==> src/logic/mbscfg_consts.svh <==
`ifndef MBSCFG_CONSTS_SVH
`define MBSCFG_CONSTS_SVH

`define MBSCFG_CLK_HZ        50000000
`define MBSCFG_IDLE_TIME_S   5
`define MBSCFG_IDLE_CYC      (`MBSCFG_IDLE_TIME_S * `MBSCFG_CLK_HZ)
`define MBSCFG_SIL_BITS_X10  385
`define MBSCFG_BAUD_FAST     19200
`define MBSCFG_BAUD_SLOW     9600
`define MBSCFG_SIL_CYC(b)    ((`MBSCFG_SIL_BITS_X10 * (`MBSCFG_CLK_HZ / 100) + (b) / 10 - 1) / ((b) / 10))

`define MBSCFG_DEF_ADDR      8'hFF
`define MBSCFG_MODE_BAUD_BIT 0
`define MBSCFG_MODE_PAR_BIT  7
`define MBSCFG_MODE_RST      8'h00
`define MBSCFG_ADDR_RST      8'h01

`define MBSCFG_NUM_MODE      17'h00112
`define MBSCFG_NUM_ADDR      17'h00113
`define MBSCFG_NUM_ID_FIRST  17'h00101
`define MBSCFG_NUM_ID_LAST   17'h00108
`define MBSCFG_NUM_REG_LAST  17'h00200
`define MBSCFG_NUM_COIL_LAST 17'h0000C

`define MBSCFG_FC_DISC_RD    8'h02
`define MBSCFG_FC_HOLD_RD    8'h03
`define MBSCFG_FC_INP_RD     8'h04
`define MBSCFG_FC_COIL_WR    8'h05
`define MBSCFG_FC_REG_WR     8'h06
`define MBSCFG_FC_MULTI_WR   8'h10
`define MBSCFG_EXC_NONE      8'h00
`define MBSCFG_EXC_FUNC      8'h01
`define MBSCFG_EXC_ADDR      8'h02

`define MBSCFG_CRC_INIT      16'hFFFF
`define MBSCFG_CRC_POLY      16'hA001
`define MBSCFG_MIN_FRAME     8'h04

`define MBSCFG_OFF_MODE      12'h000
`define MBSCFG_OFF_ADDR      12'h004
`define MBSCFG_OFF_STATUS    12'h008
`define MBSCFG_OFF_FRAMES    12'h00C
`define MBSCFG_RESP_OKAY     2'b00
`define MBSCFG_RESP_SLVERR   2'b10

`endif

==> src/logic/mbscfg_pkg.sv <==
package mbscfg_pkg;
    typedef enum logic [1:0] {
        MBSCFG_MAP_NONE,
        MBSCFG_MAP_COIL,
        MBSCFG_MAP_REG
    } mbscfg_map_t;

    typedef enum logic {
        MBSCFG_FR_IDLE,
        MBSCFG_FR_RX
    } mbscfg_frame_t;

    typedef struct packed {
        mbscfg_map_t map;
        logic        zero;
        logic [7:0]  exc;
        logic [16:0] loc;
    } mbscfg_entry_t;
endpackage : mbscfg_pkg

==> src/logic/mbscfg_top.sv <==
// The AXI4-Lite register port and the register addresses are this design's own decisions.
`timescale 1ns/1ps
`include "mbscfg_consts.svh"
module mbscfg_top #(
    parameter int DEPTH        = 2,
    parameter int IDLE_CYC     = `MBSCFG_IDLE_CYC,
    parameter int SIL_FAST_CYC = `MBSCFG_SIL_CYC(`MBSCFG_BAUD_FAST),
    parameter int SIL_SLOW_CYC = `MBSCFG_SIL_CYC(`MBSCFG_BAUD_SLOW)
) (
    // Clock and reset
    input  wire logic                     clk_i,
    input  wire logic                     reset_i,
    // Jumper and received bytes
    input  wire logic                     default_param_jumper_i,
    input  wire logic                     rx_byte_valid_i,
    input  wire logic [7:0]               rx_byte_i,
    // Decoded request
    input  wire logic                     req_valid_i,
    output logic                          req_ready_o,
    input  wire logic [7:0]               req_func_i,
    input  wire logic [15:0]              req_addr_i,
    input  wire logic [15:0]              req_data_i,
    // Mapped answer
    output logic                          rsp_valid_o,
    input  wire logic                     rsp_ready_i,
    output mbscfg_pkg::mbscfg_map_t       rsp_map_o,
    output logic                          rsp_zero_o,
    output logic [7:0]                    rsp_exc_o,
    output logic [16:0]                   rsp_loc_o,
    // Serial parameters
    output logic                          baud_9600_o,
    output logic                          parity_none_o,
    output logic [7:0]                    slave_addr_o,
    output logic                          default_mode_o,
    output logic                          serial_reset_o,
    output logic                          frame_ok_o,
    // AXI4-Lite slave
    input  wire logic                     s_axi_awvalid,
    output logic                          s_axi_awready,
    input  wire logic [11:0]              s_axi_awaddr,
    input  wire logic                     s_axi_wvalid,
    output logic                          s_axi_wready,
    input  wire logic [31:0]              s_axi_wdata,
    input  wire logic [3:0]               s_axi_wstrb,
    output logic                          s_axi_bvalid,
    input  wire logic                     s_axi_bready,
    output logic [1:0]                    s_axi_bresp,
    input  wire logic                     s_axi_arvalid,
    output logic                          s_axi_arready,
    input  wire logic [11:0]              s_axi_araddr,
    output logic                          s_axi_rvalid,
    input  wire logic                     s_axi_rready,
    output logic [31:0]                   s_axi_rdata,
    output logic [1:0]                    s_axi_rresp
);
    import mbscfg_pkg::*;

    function automatic logic [15:0] crc_byte(input logic [15:0] c, input logic [7:0] b);
        logic [15:0] r;
        r = c ^ {8'h00, b};
        for (int k = 0; k < 8; k++) begin
            r = r[0] ? ((r >> 1) ^ `MBSCFG_CRC_POLY) : (r >> 1);
        end
        return r;
    endfunction : crc_byte

    // Stored and active parameters
    localparam logic [7:0] MODE_RST = `MBSCFG_MODE_RST;
    logic [7:0]    stored_mode_reg;
    logic [7:0]    stored_addr_reg;
    logic [27:0]   idle_cnt_reg;
    logic [27:0]   sil_cnt_reg;
    logic [15:0]   crc_reg;
    logic [7:0]    len_reg;
    logic [15:0]   ok_cnt_reg;
    logic [15:0]   bad_cnt_reg;
    mbscfg_frame_t fr_state_reg;

    // Request decode
    wire [16:0] dec_loc    = {1'b0, req_addr_i} + 17'h00001;
    wire        fc_coil_wr = req_func_i == `MBSCFG_FC_COIL_WR;
    wire        fc_reg_rd  = req_func_i == `MBSCFG_FC_HOLD_RD || req_func_i == `MBSCFG_FC_INP_RD;
    wire        fc_reg_wr  = req_func_i == `MBSCFG_FC_REG_WR || req_func_i == `MBSCFG_FC_MULTI_WR;
    wire        fc_known   = fc_coil_wr || fc_reg_rd || fc_reg_wr;
    wire        coil_ok    = dec_loc <= `MBSCFG_NUM_COIL_LAST;
    wire        reg_in     = dec_loc <= `MBSCFG_NUM_REG_LAST;
    wire        reg_ro     = dec_loc >= `MBSCFG_NUM_ID_FIRST && dec_loc <= `MBSCFG_NUM_ID_LAST;
    wire [7:0]  dec_exc    = !fc_known ? `MBSCFG_EXC_FUNC :
                             fc_coil_wr ? (coil_ok ? `MBSCFG_EXC_NONE : `MBSCFG_EXC_ADDR) :
                             fc_reg_wr ? ((reg_in && !reg_ro) ? `MBSCFG_EXC_NONE
                                                              : `MBSCFG_EXC_ADDR) :
                             `MBSCFG_EXC_NONE;
    wire        dec_zero   = fc_reg_rd && !reg_in;
    mbscfg_map_t dec_map;
    assign dec_map = !fc_known ? MBSCFG_MAP_NONE : (fc_coil_wr ? MBSCFG_MAP_COIL : MBSCFG_MAP_REG);
    wire        req_take   = req_valid_i && req_ready_o;
    wire        cfg_wr     = req_take && req_func_i == `MBSCFG_FC_REG_WR
                             && dec_exc == `MBSCFG_EXC_NONE;
    wire        mb_mode_wr = cfg_wr && dec_loc == `MBSCFG_NUM_MODE;
    wire        mb_addr_wr = cfg_wr && dec_loc == `MBSCFG_NUM_ADDR;

    // Answer buffer, shift form, head is entry 0
    mbscfg_entry_t mem_reg [DEPTH];
    logic [$clog2(DEPTH+1)-1:0] cnt_reg;
    wire  buf_pop  = rsp_valid_o && rsp_ready_i;
    wire [$clog2(DEPTH+1)-1:0] cnt_next = cnt_reg + (req_take ? 1'b1 : 1'b0)
                                          - (buf_pop ? 1'b1 : 1'b0);
    wire [$clog2(DEPTH+1)-1:0] wr_idx   = cnt_reg - (buf_pop ? 1'b1 : 1'b0);
    mbscfg_entry_t new_entry;
    assign new_entry = '{map: dec_map, zero: dec_zero, exc: dec_exc, loc: dec_loc};

    genvar gi;
    generate
        for (gi = 0; gi < DEPTH; gi++) begin : g_ent
            mbscfg_entry_t shifted;
            assign shifted = (buf_pop && gi + 1 < DEPTH) ? mem_reg[(gi + 1) % DEPTH] : mem_reg[gi];
            always_ff @(posedge clk_i or posedge reset_i) begin
                if (reset_i) begin
                    mem_reg[gi] <= '0;
                end else begin
                    mem_reg[gi] <= (req_take && wr_idx == gi) ? new_entry : shifted;
                end
            end
        end
    endgenerate

    always_ff @(posedge clk_i or posedge reset_i) begin
        if (reset_i) begin
            cnt_reg     <= '0;
            rsp_valid_o <= 1'b0;
            req_ready_o <= 1'b0;
        end else begin
            cnt_reg     <= cnt_next;
            rsp_valid_o <= cnt_next != 0;
            req_ready_o <= cnt_next < DEPTH;
        end
    end
    assign rsp_map_o  = mem_reg[0].map;
    assign rsp_zero_o = mem_reg[0].zero;
    assign rsp_exc_o  = mem_reg[0].exc;
    assign rsp_loc_o  = mem_reg[0].loc;

    // Frame boundary and CRC tracking
    wire [27:0] sil_lim   = baud_9600_o ? 28'(SIL_SLOW_CYC - 1) : 28'(SIL_FAST_CYC - 1);
    wire        fr_end    = fr_state_reg == MBSCFG_FR_RX && !rx_byte_valid_i && sil_cnt_reg == sil_lim;
    wire        fr_good   = crc_reg == 16'h0000 && len_reg >= `MBSCFG_MIN_FRAME;
    wire [15:0] crc_seed  = fr_state_reg == MBSCFG_FR_RX ? crc_reg : `MBSCFG_CRC_INIT;
    wire        idle_hit  = idle_cnt_reg == 28'(IDLE_CYC - 1);

    always_ff @(posedge clk_i or posedge reset_i) begin
        if (reset_i) begin
            fr_state_reg <= MBSCFG_FR_IDLE;
            sil_cnt_reg  <= '0;
            crc_reg      <= `MBSCFG_CRC_INIT;
            len_reg      <= '0;
        end else if (rx_byte_valid_i) begin
            fr_state_reg <= MBSCFG_FR_RX;
            sil_cnt_reg  <= '0;
            crc_reg      <= crc_byte(crc_seed, rx_byte_i);
            len_reg      <= fr_state_reg == MBSCFG_FR_RX ? len_reg + (&len_reg ? 8'h00 : 8'h01)
                                                         : 8'h01;
        end else begin
            case (fr_state_reg)
                MBSCFG_FR_RX: begin
                    sil_cnt_reg <= sil_cnt_reg + 28'h0000001;
                    if (fr_end) begin
                        fr_state_reg <= MBSCFG_FR_IDLE;
                    end
                end
                default: sil_cnt_reg <= '0;
            endcase
        end
    end

    always_ff @(posedge clk_i or posedge reset_i) begin
        if (reset_i) begin
            frame_ok_o   <= 1'b0;
            ok_cnt_reg   <= '0;
            bad_cnt_reg  <= '0;
            idle_cnt_reg <= '0;
        end else begin
            frame_ok_o <= fr_end && fr_good;
            if (fr_end && fr_good) begin
                ok_cnt_reg <= ok_cnt_reg + 16'h0001;
            end
            if (fr_end && !fr_good) begin
                bad_cnt_reg <= bad_cnt_reg + 16'h0001;
            end
            idle_cnt_reg <= (frame_ok_o || idle_hit) ? '0 : idle_cnt_reg + 28'h0000001;
        end
    end

    // Active parameter selection
    always_ff @(posedge clk_i or posedge reset_i) begin
        if (reset_i) begin
            baud_9600_o    <= MODE_RST[`MBSCFG_MODE_BAUD_BIT];
            parity_none_o  <= MODE_RST[`MBSCFG_MODE_PAR_BIT];
            slave_addr_o   <= `MBSCFG_ADDR_RST;
            default_mode_o <= 1'b0;
            serial_reset_o <= 1'b0;
        end else begin
            serial_reset_o <= idle_hit && !default_param_jumper_i;
            if (default_param_jumper_i) begin
                baud_9600_o    <= 1'b0;
                parity_none_o  <= 1'b0;
                slave_addr_o   <= `MBSCFG_DEF_ADDR;
                default_mode_o <= 1'b1;
            end else if (idle_hit) begin
                baud_9600_o    <= stored_mode_reg[`MBSCFG_MODE_BAUD_BIT];
                parity_none_o  <= stored_mode_reg[`MBSCFG_MODE_PAR_BIT];
                slave_addr_o   <= stored_addr_reg;
                default_mode_o <= 1'b0;
            end
        end
    end

    // AXI4-Lite slave
    logic [11:0] awaddr_reg;
    logic [31:0] wdata_reg;
    logic        wstrb0_reg;
    wire  aw_take  = s_axi_awvalid && s_axi_awready;
    wire  w_take   = s_axi_wvalid && s_axi_wready;
    wire  wr_go    = !s_axi_awready && !s_axi_wready && !s_axi_bvalid;
    wire  wr_mode  = wr_go && awaddr_reg == `MBSCFG_OFF_MODE && wstrb0_reg;
    wire  wr_addr  = wr_go && awaddr_reg == `MBSCFG_OFF_ADDR && wstrb0_reg;
    wire  wr_hit   = awaddr_reg == `MBSCFG_OFF_MODE || awaddr_reg == `MBSCFG_OFF_ADDR;
    wire  ar_take  = s_axi_arvalid && s_axi_arready;
    wire  rd_hit   = s_axi_araddr[11:4] == 8'h00 && s_axi_araddr[1:0] == 2'b00;
    wire [31:0] status_word = {20'h00000, fr_state_reg == MBSCFG_FR_RX, default_mode_o,
                               parity_none_o, baud_9600_o, slave_addr_o};
    wire [31:0] rd_word = s_axi_araddr == `MBSCFG_OFF_MODE   ? {24'h000000, stored_mode_reg} :
                          s_axi_araddr == `MBSCFG_OFF_ADDR   ? {24'h000000, stored_addr_reg} :
                          s_axi_araddr == `MBSCFG_OFF_STATUS ? status_word :
                          s_axi_araddr == `MBSCFG_OFF_FRAMES ? {bad_cnt_reg, ok_cnt_reg} :
                          32'h00000000;

    always_ff @(posedge clk_i or posedge reset_i) begin
        if (reset_i) begin
            s_axi_awready <= 1'b1;
            s_axi_wready  <= 1'b1;
            s_axi_bvalid  <= 1'b0;
            s_axi_bresp   <= `MBSCFG_RESP_OKAY;
            awaddr_reg    <= '0;
            wdata_reg     <= '0;
            wstrb0_reg    <= 1'b0;
        end else begin
            if (aw_take) begin
                awaddr_reg    <= s_axi_awaddr;
                s_axi_awready <= 1'b0;
            end
            if (w_take) begin
                wdata_reg    <= s_axi_wdata;
                wstrb0_reg   <= s_axi_wstrb[0];
                s_axi_wready <= 1'b0;
            end
            if (wr_go) begin
                s_axi_bvalid <= 1'b1;
                s_axi_bresp  <= wr_hit ? `MBSCFG_RESP_OKAY : `MBSCFG_RESP_SLVERR;
            end else if (s_axi_bvalid && s_axi_bready) begin
                s_axi_bvalid  <= 1'b0;
                s_axi_awready <= 1'b1;
                s_axi_wready  <= 1'b1;
            end
        end
    end

    always_ff @(posedge clk_i or posedge reset_i) begin
        if (reset_i) begin
            s_axi_arready <= 1'b1;
            s_axi_rvalid  <= 1'b0;
            s_axi_rdata   <= '0;
            s_axi_rresp   <= `MBSCFG_RESP_OKAY;
        end else if (ar_take) begin
            s_axi_arready <= 1'b0;
            s_axi_rvalid  <= 1'b1;
            s_axi_rdata   <= rd_word;
            s_axi_rresp   <= rd_hit ? `MBSCFG_RESP_OKAY : `MBSCFG_RESP_SLVERR;
        end else if (s_axi_rvalid && s_axi_rready) begin
            s_axi_arready <= 1'b1;
            s_axi_rvalid  <= 1'b0;
        end
    end

    // Stored configuration, link write wins over bus write
    always_ff @(posedge clk_i or posedge reset_i) begin
        if (reset_i) begin
            stored_mode_reg <= `MBSCFG_MODE_RST;
            stored_addr_reg <= `MBSCFG_ADDR_RST;
        end else begin
            if (mb_mode_wr) begin
                stored_mode_reg <= req_data_i[7:0];
            end else if (wr_mode) begin
                stored_mode_reg <= wdata_reg[7:0];
            end
            if (mb_addr_wr) begin
                stored_addr_reg <= req_data_i[7:0];
            end else if (wr_addr) begin
                stored_addr_reg <= wdata_reg[7:0];
            end
        end
    end
endmodule : mbscfg_top

==> config.mk <==
export PLATFORM = sky130hd
export DESIGN_NAME = mbscfg_top
export DESIGN_NICKNAME = d
export VERILOG_FILES = /design/src/logic/mbscfg_pkg.sv /design/src/logic/mbscfg_top.sv
export VERILOG_INCLUDE_DIRS = /design/src /design/src/logic
export SDC_FILE = /design/constraint.sdc
export NUM_CORES = 1
export LEC_CHECK = 0
export ABC_AREA = 1
export BUFFER_PORTS_ARGS = -buffer_cell sky130_fd_sc_hd__buf_4
export CELL_PAD_IN_SITES_DETAIL_PLACEMENT = 0
export CELL_PAD_IN_SITES_GLOBAL_PLACEMENT = 2
export CORE_ASPECT_RATIO = 2
export CORE_UTILIZATION = 34
export CTS_CLUSTER_SIZE = 20
export DETAILED_ROUTE_END_ITERATION = 10
export GPL_ROUTABILITY_DRIVEN = 0
export PLACE_DENSITY = 0.77
export SETUP_SLACK_MARGIN = 0.3
export SYNTH_ARGS = -nofsm -noshare
export SYNTH_HDL_FRONTEND = slang
export SYNTH_SLANG_ARGS = --single-unit
==> constraint.sdc <==
create_clock -name clk_i -period 8.8 [get_ports clk_i]
set_input_delay 0.44 -clock clk_i [delete_from_list [all_inputs] [get_ports clk_i]]
set_output_delay 0.44 -clock clk_i [all_outputs]
set_load 0.05 [all_outputs]
Word level (Yosys, flattened, before mapping)

Index checks and enable logic that the tools add are counted.

Flip-flop bits (word level): 264
Latch bits: 0
RAM bits: 0
ROM bits: 0
Input bits: 119
Output and inout port bits: 84
Word-level logic and storage cells: 193
Memories kept: 0

Add/subtract/negate cells: 9
$mul: 0
Divide/modulo/power cells: 0
$lt $le $gt $ge: 6
Eq/ne operators: 14
Shifts and indexed selects: 0
Muxes and demuxes: 60
Bitwise logic cells: 9
Reductions and logical operators: 58

Operators by type and width:

| kind                                                             | count |
|---|---|
| 2-to-1 mux 28 bit                                                | 6 |
| 2-to-1 mux 16 bit                                                | 9 |
| 2-to-1 mux 32 bit                                                | 4 |
| adder 28 x 1 -> 28 bit, second input constant                    | 2 |
| 2-to-1 mux 8 bit                                                 | 7 |
| == test 17 x 9 -> 1 bit, second input constant                   | 2 |
| adder 16 x 1 -> 16 bit, second input constant                    | 2 |
| logical AND 1 bit                                                | 29 |
| == test 28 x 18 -> 1 bit                                         | 1 |
| == test 28 bit, second input constant                            | 1 |
| == test 12 x 3 -> 1 bit, second input constant                   | 2 |
| == test 12 x 4 -> 1 bit, second input constant                   | 2 |
| == test 8 x 3 -> 1 bit, second input constant                    | 3 |
| logical NOT 12 bit                                               | 2 |
| 2-to-1 mux 1 bit                                                 | 24 |
| inverter 2 -> 3 bit                                              | 8 |
| 2-to-1 mux 18 bit                                                | 1 |
| 2-to-1 mux 2 bit                                                 | 9 |
| adder 16 x 1 -> 17 bit, second input constant                    | 1 |
| >= comparator 17 x 9 -> 1 bit, second input constant             | 1 |
| less-or-equal comparator 17 x 10 -> 1 bit, second input constant | 1 |
| less-or-equal comparator 17 x 4 -> 1 bit, second input constant  | 1 |
| less-or-equal comparator 17 x 9 -> 1 bit, second input constant  | 1 |
| logical NOT 16 bit                                               | 1 |
| other kinds (16)                                                 | 36 |

Longest topological paths before layout

Gate-level depths: netlist of the first run.

Depth in word-level cells: 18
Depth in mapped cells: 18
Depth with buffers taken out: 17

Least setup slack after synthesis of the first run

OpenSTA, ideal clock, no wires.

Path type: flip-flop to flip-flop
From: register rsp_valid_o
To: register mem_reg, in the netlist rsp_loc_o[8]
Setup time: 138 ps
Arrival: 2,625 ps
Data required time: 8,662 ps
Slack: 6,036 ps
Stages on the path, launching flop included: 13
Path buffers: 3
Period minus slack after synthesis: 2,764 ps
Cell sequence: dfrtp_1 -> nand2_1 -> inv_1 -> clkbuf_1 -> ha_1 -> or2_1 -> nand2_1 -> nor3_1 -> inv_1 -> clkbuf_1 -> clkbuf_1 -> nand3_1 -> o211ai_1

Word-level cells in the longest chain between the ends: 6
Elaborated cells between the ends (all ways): 7
Classes of those cells: add/sub: 1; mux: 2; reduce/logical: 4

RTL lines:

| item                                                    | line              | RTL |
|---|---|---|
| start, declared                                         | mbscfg_top.sv:24  | `output logic rsp_valid_o,` |
| start signal, assigned                                  | mbscfg_top.sv:130 | `rsp_valid_o <= 1'b0;` |
| start signal, assigned                                  | mbscfg_top.sv:134 | `rsp_valid_o <= cnt_next != 0;` |
| logical AND 1 bit *                                     | mbscfg_top.sv:105 | `wire buf_pop = rsp_valid_o && rsp_ready_i;` |
| 2-to-1 mux 1 bit                                        | mbscfg_top.sv:108 | `wire [$clog2(DEPTH+1)-1:0] wr_idx = cnt_reg - (buf_pop ? 1'b1 : 1'b0);` |
| subtractor 2 x 1 -> 2 bit                               | mbscfg_top.sv:108 |  |
| logical NOT 2 bit                                       | mbscfg_top.sv:121 | `mem_reg[gi] <= (req_take && wr_idx == gi) ? new_entry : shifted;` |
| logical AND 1 bit                                       | mbscfg_top.sv:121 |  |
| 2-to-1 mux 28 bit or nonzero test 2 bit (tied branches) | n/a               |  |
| end signal, assigned by index                           | mbscfg_top.sv:121 |  |
| end, declared                                           | mbscfg_top.sv:103 | `mbscfg_entry_t mem_reg [DEPTH];` |

Every way passes the cells marked *; elsewhere a longest branch is shown, timed or not.
A chain may end at the register's enable or synchronous reset.

Worst setup path in the final report of the first run

From: register rsp_valid_o
To: register mem_reg, in the netlist g_ent[1].shifted[27]

Word-level cells in the longest chain between the ends: 5

RTL lines:

| item                      | line |
|---|---|
| logical AND 1 bit         | mbscfg_top.sv:105 |
| 2-to-1 mux 1 bit          | mbscfg_top.sv:108 |
| subtractor 2 x 1 -> 2 bit | mbscfg_top.sv:108 |
| == test 2 x 1 -> 1 bit    | mbscfg_top.sv:121 |
| logical AND 1 bit         | mbscfg_top.sv:121 |

Every way passes these cells.

==> results of run 1 <==
==> report_power, final <==
part	switching [mW]	total [mW]	internal, mW
Clock	0.477	1.19	0.716
Combinational	0.684	1.02	0.333
Sequential	0.107	1.49	1.38
==> through the flow <==
| stage | utilization | power, mW |
|---|---|---|
| 2_1_floorplan | - | 2.23 |
| 3_3_place_gp | 0.387 | 2.52 |
| 3_5_place_dp | 0.387 | 2.54 |
| 4_1_cts | 0.412 | 3.76 |
| 5_1_grt | 0.412 | 3.91 |
| 6_report | 0.412 | 3.70 |
==> routing by layer <==
metal,wire length [um],vias up,GRT usage
met1,13300,5204,0.195
met5,0,-,0
met4,1980,0,0.108
met3,1410,86,0.0276
li1,-,5532,-
met2,21300,223,0.394
==> cell usage after synthesis (5+ instances only) <==
master                     count  area share
sky130_fd_sc_hd__inv_1       194       0.056
sky130_fd_sc_hd__nand3_2      13       0.010
sky130_fd_sc_hd__xor2_1       46       0.031
sky130_fd_sc_hd__o21a_1        6      0.0035
sky130_fd_sc_hd__nor2_2        5      0.0024
sky130_fd_sc_hd__a21oi_1      71       0.027
sky130_fd_sc_hd__nor3b_1       7      0.0040
sky130_fd_sc_hd__o211ai_1     15      0.0086
sky130_fd_sc_hd__buf_4         9      0.0052
sky130_fd_sc_hd__o31ai_1      19       0.011
sky130_fd_sc_hd__inv_2         6      0.0017
sky130_fd_sc_hd__xnor2_1      12      0.0081
sky130_fd_sc_hd__nand4_1      40       0.019
sky130_fd_sc_hd__mux2_2       11      0.0095
sky130_fd_sc_hd__dfrtp_1     229        0.44
sky130_fd_sc_hd__clkbuf_1     30      0.0086
sky130_fd_sc_hd__nor4_1       26       0.012
sky130_fd_sc_hd__nor2_1      157       0.045
sky130_fd_sc_hd__nand2_2      11      0.0053
sky130_fd_sc_hd__ha_1         13       0.012
sky130_fd_sc_hd__nand2_1     287       0.083
sky130_fd_sc_hd__dfstp_2      21       0.042
sky130_fd_sc_hd__nor3_1       58       0.022
sky130_fd_sc_hd__o21ai_0     110       0.042
sky130_fd_sc_hd__nand3_1     113       0.043
sky130_fd_sc_hd__o22ai_1       5      0.0024
sky130_fd_sc_hd__nor2_4        7      0.0061
==> area by class of cell <==
| class | instances | share of cell area |
|---|---|---|
| inverters | 202 | 0.0492 |
| multi-input cells | 1083 | 0.370 |
| clock inverters | 10 | 0.00868 |
| well taps | 463 | 0.0372 |
| clock buffers | 38 | 0.0512 |
| flip-flops and latches | 250 | 0.404 |
| repair buffers | 166 | 0.0801 |
==> how the worst max path moves through the flow <==
stage | to | slack, ns | cells after the start
floorplan | awaddr_reg[0]$_DFFE_PP0P_ | 1.52 | 1
global route | g_ent[1].shifted[27]$_DFFE_PP0P_ | 4.77 | 8
finish | g_ent[1].shifted[27]$_DFFE_PP0P_ | 5.28 | 8
detailed placement | g_ent[1].shifted[27]$_DFFE_PP0P_ | 5.04 | 9
global placement | g_ent[1].shifted[27]$_DFFE_PP0P_ | 5.05 | 9
CTS | g_ent[1].shifted[27]$_DFFE_PP0P_ | 5.23 | 8
==> cells by family (layout without fill, tap and decap cells) <==
kind of cell	count (synthesis)	in the layout
AOI/OAI and AO/OA	247	247
xor gates and xnor gates	59	59
adders and majority gates	13	13
buffers and inverters	252	416
DFF	250	250
muxes	13	13
other	1	8
and+or+nand+nor	743	743
==> flow_summary.json, run 1 <==
{
  "track_usage": 0.199,
  "drt_drc_violations_left": 0,
  "setup.reg_to_reg.worst_slack_ns": 5.28,
  "globalRoute.totalOverflow": 0,
  "final_min_period_over_clock_period": 0.400,
  "ys_ff_latch": 250,
  "initial_utilization": 0.345,
  "clk_pin_slew_worst_paths_ns": 0.06,
  "worst_slew_margin_rel": 0.332,
  "synth_top_flop_cell": "sky130_fd_sc_hd__dfrtp_1",
  "final_layout_size_suffix_gt1_frac": 0.173,
  "reg2regPathDepth": 8,
  "n_antenna_cell": 0,
  "tightestPinTransition_ns": 0.992,
  "wire_per_inst_um": 17.2,
  "postSynthCellCount": 1578,
  "min_period_ns": 3.52,
  "synth_adder_area_share": 0.0125,
  "setup-tns-final_ns": 0,
  "fp.coreArea_um2": 37800,
  "mostFrequentLayoutCell": "sky130_fd_sc_hd__nand2_1",
  "first_global_vias": 11300,
  "sum_of_buffers_and_inverters_on_the_critical_path": 2,
  "flow.area_growth_from_synthesis_pct": 19.5,
  "post_cts_resize_count": 0,
  "largest_fanout_of_any_net_on_the_critical_path": 36,
  "vdd.ir_drop.worst_v": 0.000218,
  "timing.setup.critical_path_class": "reg2reg",
  "per_instance_average_area_after_synthesis_um2": 8.25,
  "outcome": "complete, no violations",
  "multiInputGateArea_um2": 5760,
  "async_s_r_ff_share_synth": 1.00,
  "hold_path_depth": 2,
  "max-cap-violations": 0,
  "crit_start": "rsp_valid_o$_DFF_PP0_",
  "placement.setup.worst_slack_ns": 5.04,
  "holdCritStartpoint": "s_axi_awvalid",
  "final-setup-viol-count": 0,
  "clockRootBuffer": "sky130_fd_sc_hd__clkbuf_16",
  "hold_end": "s_axi_awready$_DFF_PP1_",
  "vias": 11000,
  "synthesized_area_fraction_occupied_by_ao_oa_aoi_and_oai_cells": 0.108,
  "layout_common_cells": "sky130_fd_sc_hd__nand2_1, sky130_fd_sc_hd__dfrtp_1, sky130_fd_sc_hd__inv_1",
  "worst_path_max_delay_cell": "sky130_fd_sc_hd__clkinv_1",
  "netlist_area_um2": 13000,
  "worstSetupStartpointType": "register",
  "power.density_nw_per_um2": 237,
  "fp.dieH_um": 279,
  "dpl-instance-area_um2": 14600,
  "numPlacedInstances": 2164,
  "fp-row-count": 101,
  "cts_h_tree_depth": 1,
  "worst_hold_path_type": "in2reg",
  "n_fill_cell": 3906,
  "postCtsHoldBufs": 0,
  "worstPathArrival_ns": 3.94,
  "finalInstanceArea_um2": 15600,
  "routed_wirelength_um": 38000,
  "ys_types": 58,
  "fp.dieArea_um2": 39100,
  "crit_path_frequent_cell": "sky130_fd_sc_hd__nand2_1",
  "clock_skew_ns": 0.0101,
  "tritoncts": "yes",
  "worstPathRequired_ns": 9.22,
  "grt_first_pass_wirelength_um": 60500,
  "post_cts_buffers": 0,
  "floorplan.io_pins": 203,
  "cp_cell_sequence": "nand2_1 -> inv_1 -> ha_1 -> or2_1 -> nand2_1 -> nor3_2 -> clkinv_1 -> o31ai_1",
  "end_kind": "register",
  "grt_start_max_net_pins": 126,
  "tritoncts_sinks": 250,
  "clock_tree.buffer_depth": 3,
  "number_of_iterations_in_the_first_detailed_routing_pass": 6,
  "cts-buffers-inserted": 26,
  "via_per_inst": 4.99,
  "drt_iter0_drc": 431,
  "hold_violations_final": 0,
  "yosysWarnings": 0,
  "yosys-mux-area-fraction": 0.0111,
  "path_delay_family": "buffers and inverters",
  "simple_gate_fraction_of_synth_area": 0.268,
  "num-nets-final": 1861,
  "synth_enable_flop_cells": 0,
  "fin_cells": 2212,
  "largest_register_ffs": 32,
  "synth-xor-area-share": 0.0403,
  "antenna_found_initial": 0,
  "place.port_buffers": 159,
  "drtAntennaViolNets": 0,
  "hpwlAfterDp_um": 29000,
  "critical_path_s_largest_stage_delay_ns": 0.86,
  "combinational_family_with_the_most_area_after_synthesis": "simple AND/OR/NAND/NOR gates",
  "slew_viol_final": 0,
  "critical_path.reg2reg.startpoint": "rsp_valid_o$_DFF_PP0_",
  "synth.yosys.seq_area_share": 0.483,
  "fp.dieW_um": 140,
  "rsz_0062_raised_after_global_routing": "no",
  "clk-insertion-delay-late_ns": 0.54,
  "timing.fmax_mhz": 284,
  "leak_pwr_nw": 7.37,
  "regArea_um2": 6280,
  "worst_r2r_endpoint": "g_ent[1].shifted[27]$_DFFE_PP0P_",
  "fin_hold_ws_ns": 0.0595,
  "post-route-worst-setup-slack_ns": 5.28
}
Note: power is estimated with default switching activity, not from simulation.
==> run 2, diff against run 1 <==
==> constraint.sdc (replaced) <==
create_clock -name clk_i -period 3.4 [get_ports clk_i]
set_input_delay 0.17 -clock clk_i [delete_from_list [all_inputs] [get_ports clk_i]]
set_output_delay 0.17 -clock clk_i [all_outputs]
set_load 0.05 [all_outputs]
==> flow_summary.json, run 2 (synthesis results as in run 1) <==
{
  "outcome": "complete, no violations",
  "hold_violations_final": 0,
  "vdd.ir_drop.worst_v": 0.000364,
  "slew_viol_final": 0,
  "power_switching_mw": 3.29,
  "drtAntennaViolNets": 0,
  "power_frac_seq": 0.412,
  "most_congested_layer_reported_by_global_routing": "met2",
  "wire_per_inst_um": 17.0,
  "timing.fmax_mhz": 367,
  "power_mw": 9.36,
  "n_fill_cell": 3856,
  "layout_common_cells": "sky130_fd_sc_hd__nand2_1, sky130_fd_sc_hd__dfrtp_1, sky130_fd_sc_hd__inv_1",
  "crit_path_frequent_cell": "sky130_fd_sc_hd__nand2_1",
  "tritoncts": "yes",
  "fp.coreArea_um2": 37800,
  "tightestPinTransition_ns": 0.816,
  "path_delay_family": "simple AND/OR/NAND/NOR gates",
  "worst_path_max_delay_cell": "sky130_fd_sc_hd__dlygate4sd3_1",
  "critical_path_s_largest_stage_delay_ns": 0.53,
  "drt_drc_violations_left": 0,
  "routed_wirelength_um": 38600,
  "antenna_found_initial": 0,
  "fp.dieArea_um2": 39100,
  "drt_iter0_drc": 455,
  "max-cap-violations": 0,
  "swShare": 0.352,
  "n_antenna_cell": 0,
  "globalRouteMet3Util": 0.0256,
  "clock_tree.buffer_depth": 3,
  "worstSetupStartpointType": "primary input",
  "clockRootBuffer": "sky130_fd_sc_hd__clkbuf_16",
  "cts_h_tree_depth": 1,
  "first_global_vias": 11700,
  "worst_slew_margin_rel": 0.455,
  "vias": 11300,
  "initial_utilization": 0.345,
  "worstPathArrival_ns": 3.16,
  "gr-usage-met1": 0.195,
  "grt_start_max_net_pins": 82,
  "combinationalPowerShare": 0.288,
  "tritoncts_sinks": 250,
  "place.port_buffers": 159,
  "sum_of_buffers_and_inverters_on_the_critical_path": 2,
  "end_kind": "register",
  "worstPathRequired_ns": 3.84,
  "cell_internal_pwr_mw": 6.07,
  "mostFrequentLayoutCell": "sky130_fd_sc_hd__nand2_1",
  "timing.setup.critical_path_class": "in2reg",
  "clk_pin_slew_worst_paths_ns": 0.07,
  "leak_pwr_nw": 7.60,
  "globalRoute.totalOverflow": 0,
  "number_of_iterations_in_the_first_detailed_routing_pass": 5,
  "rsz_0062_raised_after_global_routing": "no",
  "share_clk_of_total_power": 0.300,
  "fp.dieW_um": 140,
  "fp-row-count": 101,
  "clk-insertion-delay-late_ns": 0.56,
  "fin_hold_ws_ns": 0.0284,
  "floorplan.io_pins": 203,
  "track_usage": 0.203,
  "min_period_ns": 2.73,
  "largest_fanout_of_any_net_on_the_critical_path": 16,
  "fin_cells": 2270,
  "largest_register_ffs": 32,
  "grt_first_pass_wirelength_um": 62000,
  "layout.core_utilization": 0.424,
  "grtUsageMet2": 0.414,
  "final_min_period_over_clock_period": 0.802,
  "cts-buffers-inserted": 25,
  "flow.area_growth_from_synthesis_pct": 23.2,
  "power.density_nw_per_um2": 584,
  "clock_skew_ns": 0.0258,
  "via_per_inst": 4.97,
  "hpwlAfterDp_um": 29400,
  "final_layout_size_suffix_gt1_frac": 0.175,
  "num-nets-final": 1920,
  "cp_cell_sequence": "dlygate4sd3_1 -> buf_4 -> ha_1 -> nand2_1 -> nor2_2 -> nand2_1 -> xor2_1 -> nand3_1 -> nor3_1 -> nand2_1 -> nand2_1 -> nand2_2 -> nand2_2 -> nand4_4 -> nand3_1 -> nand3_1",
  "final-setup-viol-count": 0,
  "worst_hold_path_type": "in2reg",
  "fp.dieH_um": 279,
  "numPlacedInstances": 2181
}
-- run 2: changes by cell type in the layout (fill, tap and decap cells not counted), moves of 2 or more --
cell,delta
sky130_fd_sc_hd__clkbuf_8,-5
sky130_fd_sc_hd__clkbuf_1,+3
sky130_fd_sc_hd__clkinv_2,+4
sky130_fd_sc_hd__buf_4,+15
sky130_fd_sc_hd__buf_12,+4
sky130_fd_sc_hd__dlygate4sd3_1,+41
sky130_fd_sc_hd__clkbuf_16,-2
-- run 2: path summary, 6_finish.rpt --
path	from	end	slack (ns)	cells past startpoint
worst max-delay path	req_addr_i[0]	stored_mode_reg[5]$_DFFE_PP0P_	0.67	16
worst min-delay path	rx_byte_i[4]	crc_reg[10]$_DFFE_PP1P_	0.03	4
worst max register to register	sil_cnt_reg[0]$_DFF_PP0_	sil_cnt_reg[24]$_DFF_PP0_	0.69	13
worst min register to register	bad_cnt_reg[7]$_DFFE_PP0P_	bad_cnt_reg[7]$_DFFE_PP0P_	0.47	1
max in group asynchronous	reset_i	crc_reg[10]$_DFFE_PP1P_	2.18	4
min in group asynchronous	reset_i	idle_cnt_reg[16]$_DFF_PP0_	0.30	3
-- run 2: tightest hold or removal path, cell delays in order --
cell	delay, ns
sky130_fd_sc_hd__buf_4	0.08
sky130_fd_sc_hd__xor2_1	0.09
sky130_fd_sc_hd__xnor2_1	0.14
sky130_fd_sc_hd__o21ai_0	0.07
-- run 2: routing by layer --
layer / vias up / wire length [um]
met5: - / 0
met4: 0 / 1760
met3: 77 / 1390
met2: 225 / 22000
met1: 5334 / 13400
li1: 5641 / -
-- run 2: per-stage QoR --
stage,setup TNS (ns),cell area (um2),worst slack [ns]
after CTS,0,16000,0.553
final,0,16000,0.673
after global placement,0,14800,0.559
after global routing,0,16000,0.305
after floorplan,-9.29,13100,-0.0406
after detailed placement,0,14800,0.530
-- run 2: repair_timing --
item | 4_1_cts | 5_1_grt
endpoints found under the setup margin | 0 | 1
gates resized for setup | 0 | 0
hold buffers | 41 | 0
hold endpoints to repair | 78 | 0
setup buffers | 0 | 2
-- run 2: cell type report --
cell class,instances,area [um2],area share
timing repair buffer,226,1850,0.115
inverter,202,762,0.0475
sequential,250,6280,0.392
tap,463,579,0.0361
multi-input combinational,1083,5760,0.359
clock buffer,34,689,0.0430
clock inverter,12,118,0.00733
-- run 2: power by group through the flow --
stage	sequential (mW)	clock, mW	combinational, mW
after CTS	3.86	2.92	2.75
after detailed placement	3.90	0	2.69
after global routing	3.93	3.02	3.01
after global placement	3.90	0	2.65
after floorplan	4.35	0	1.41
final	3.85	2.81	2.70
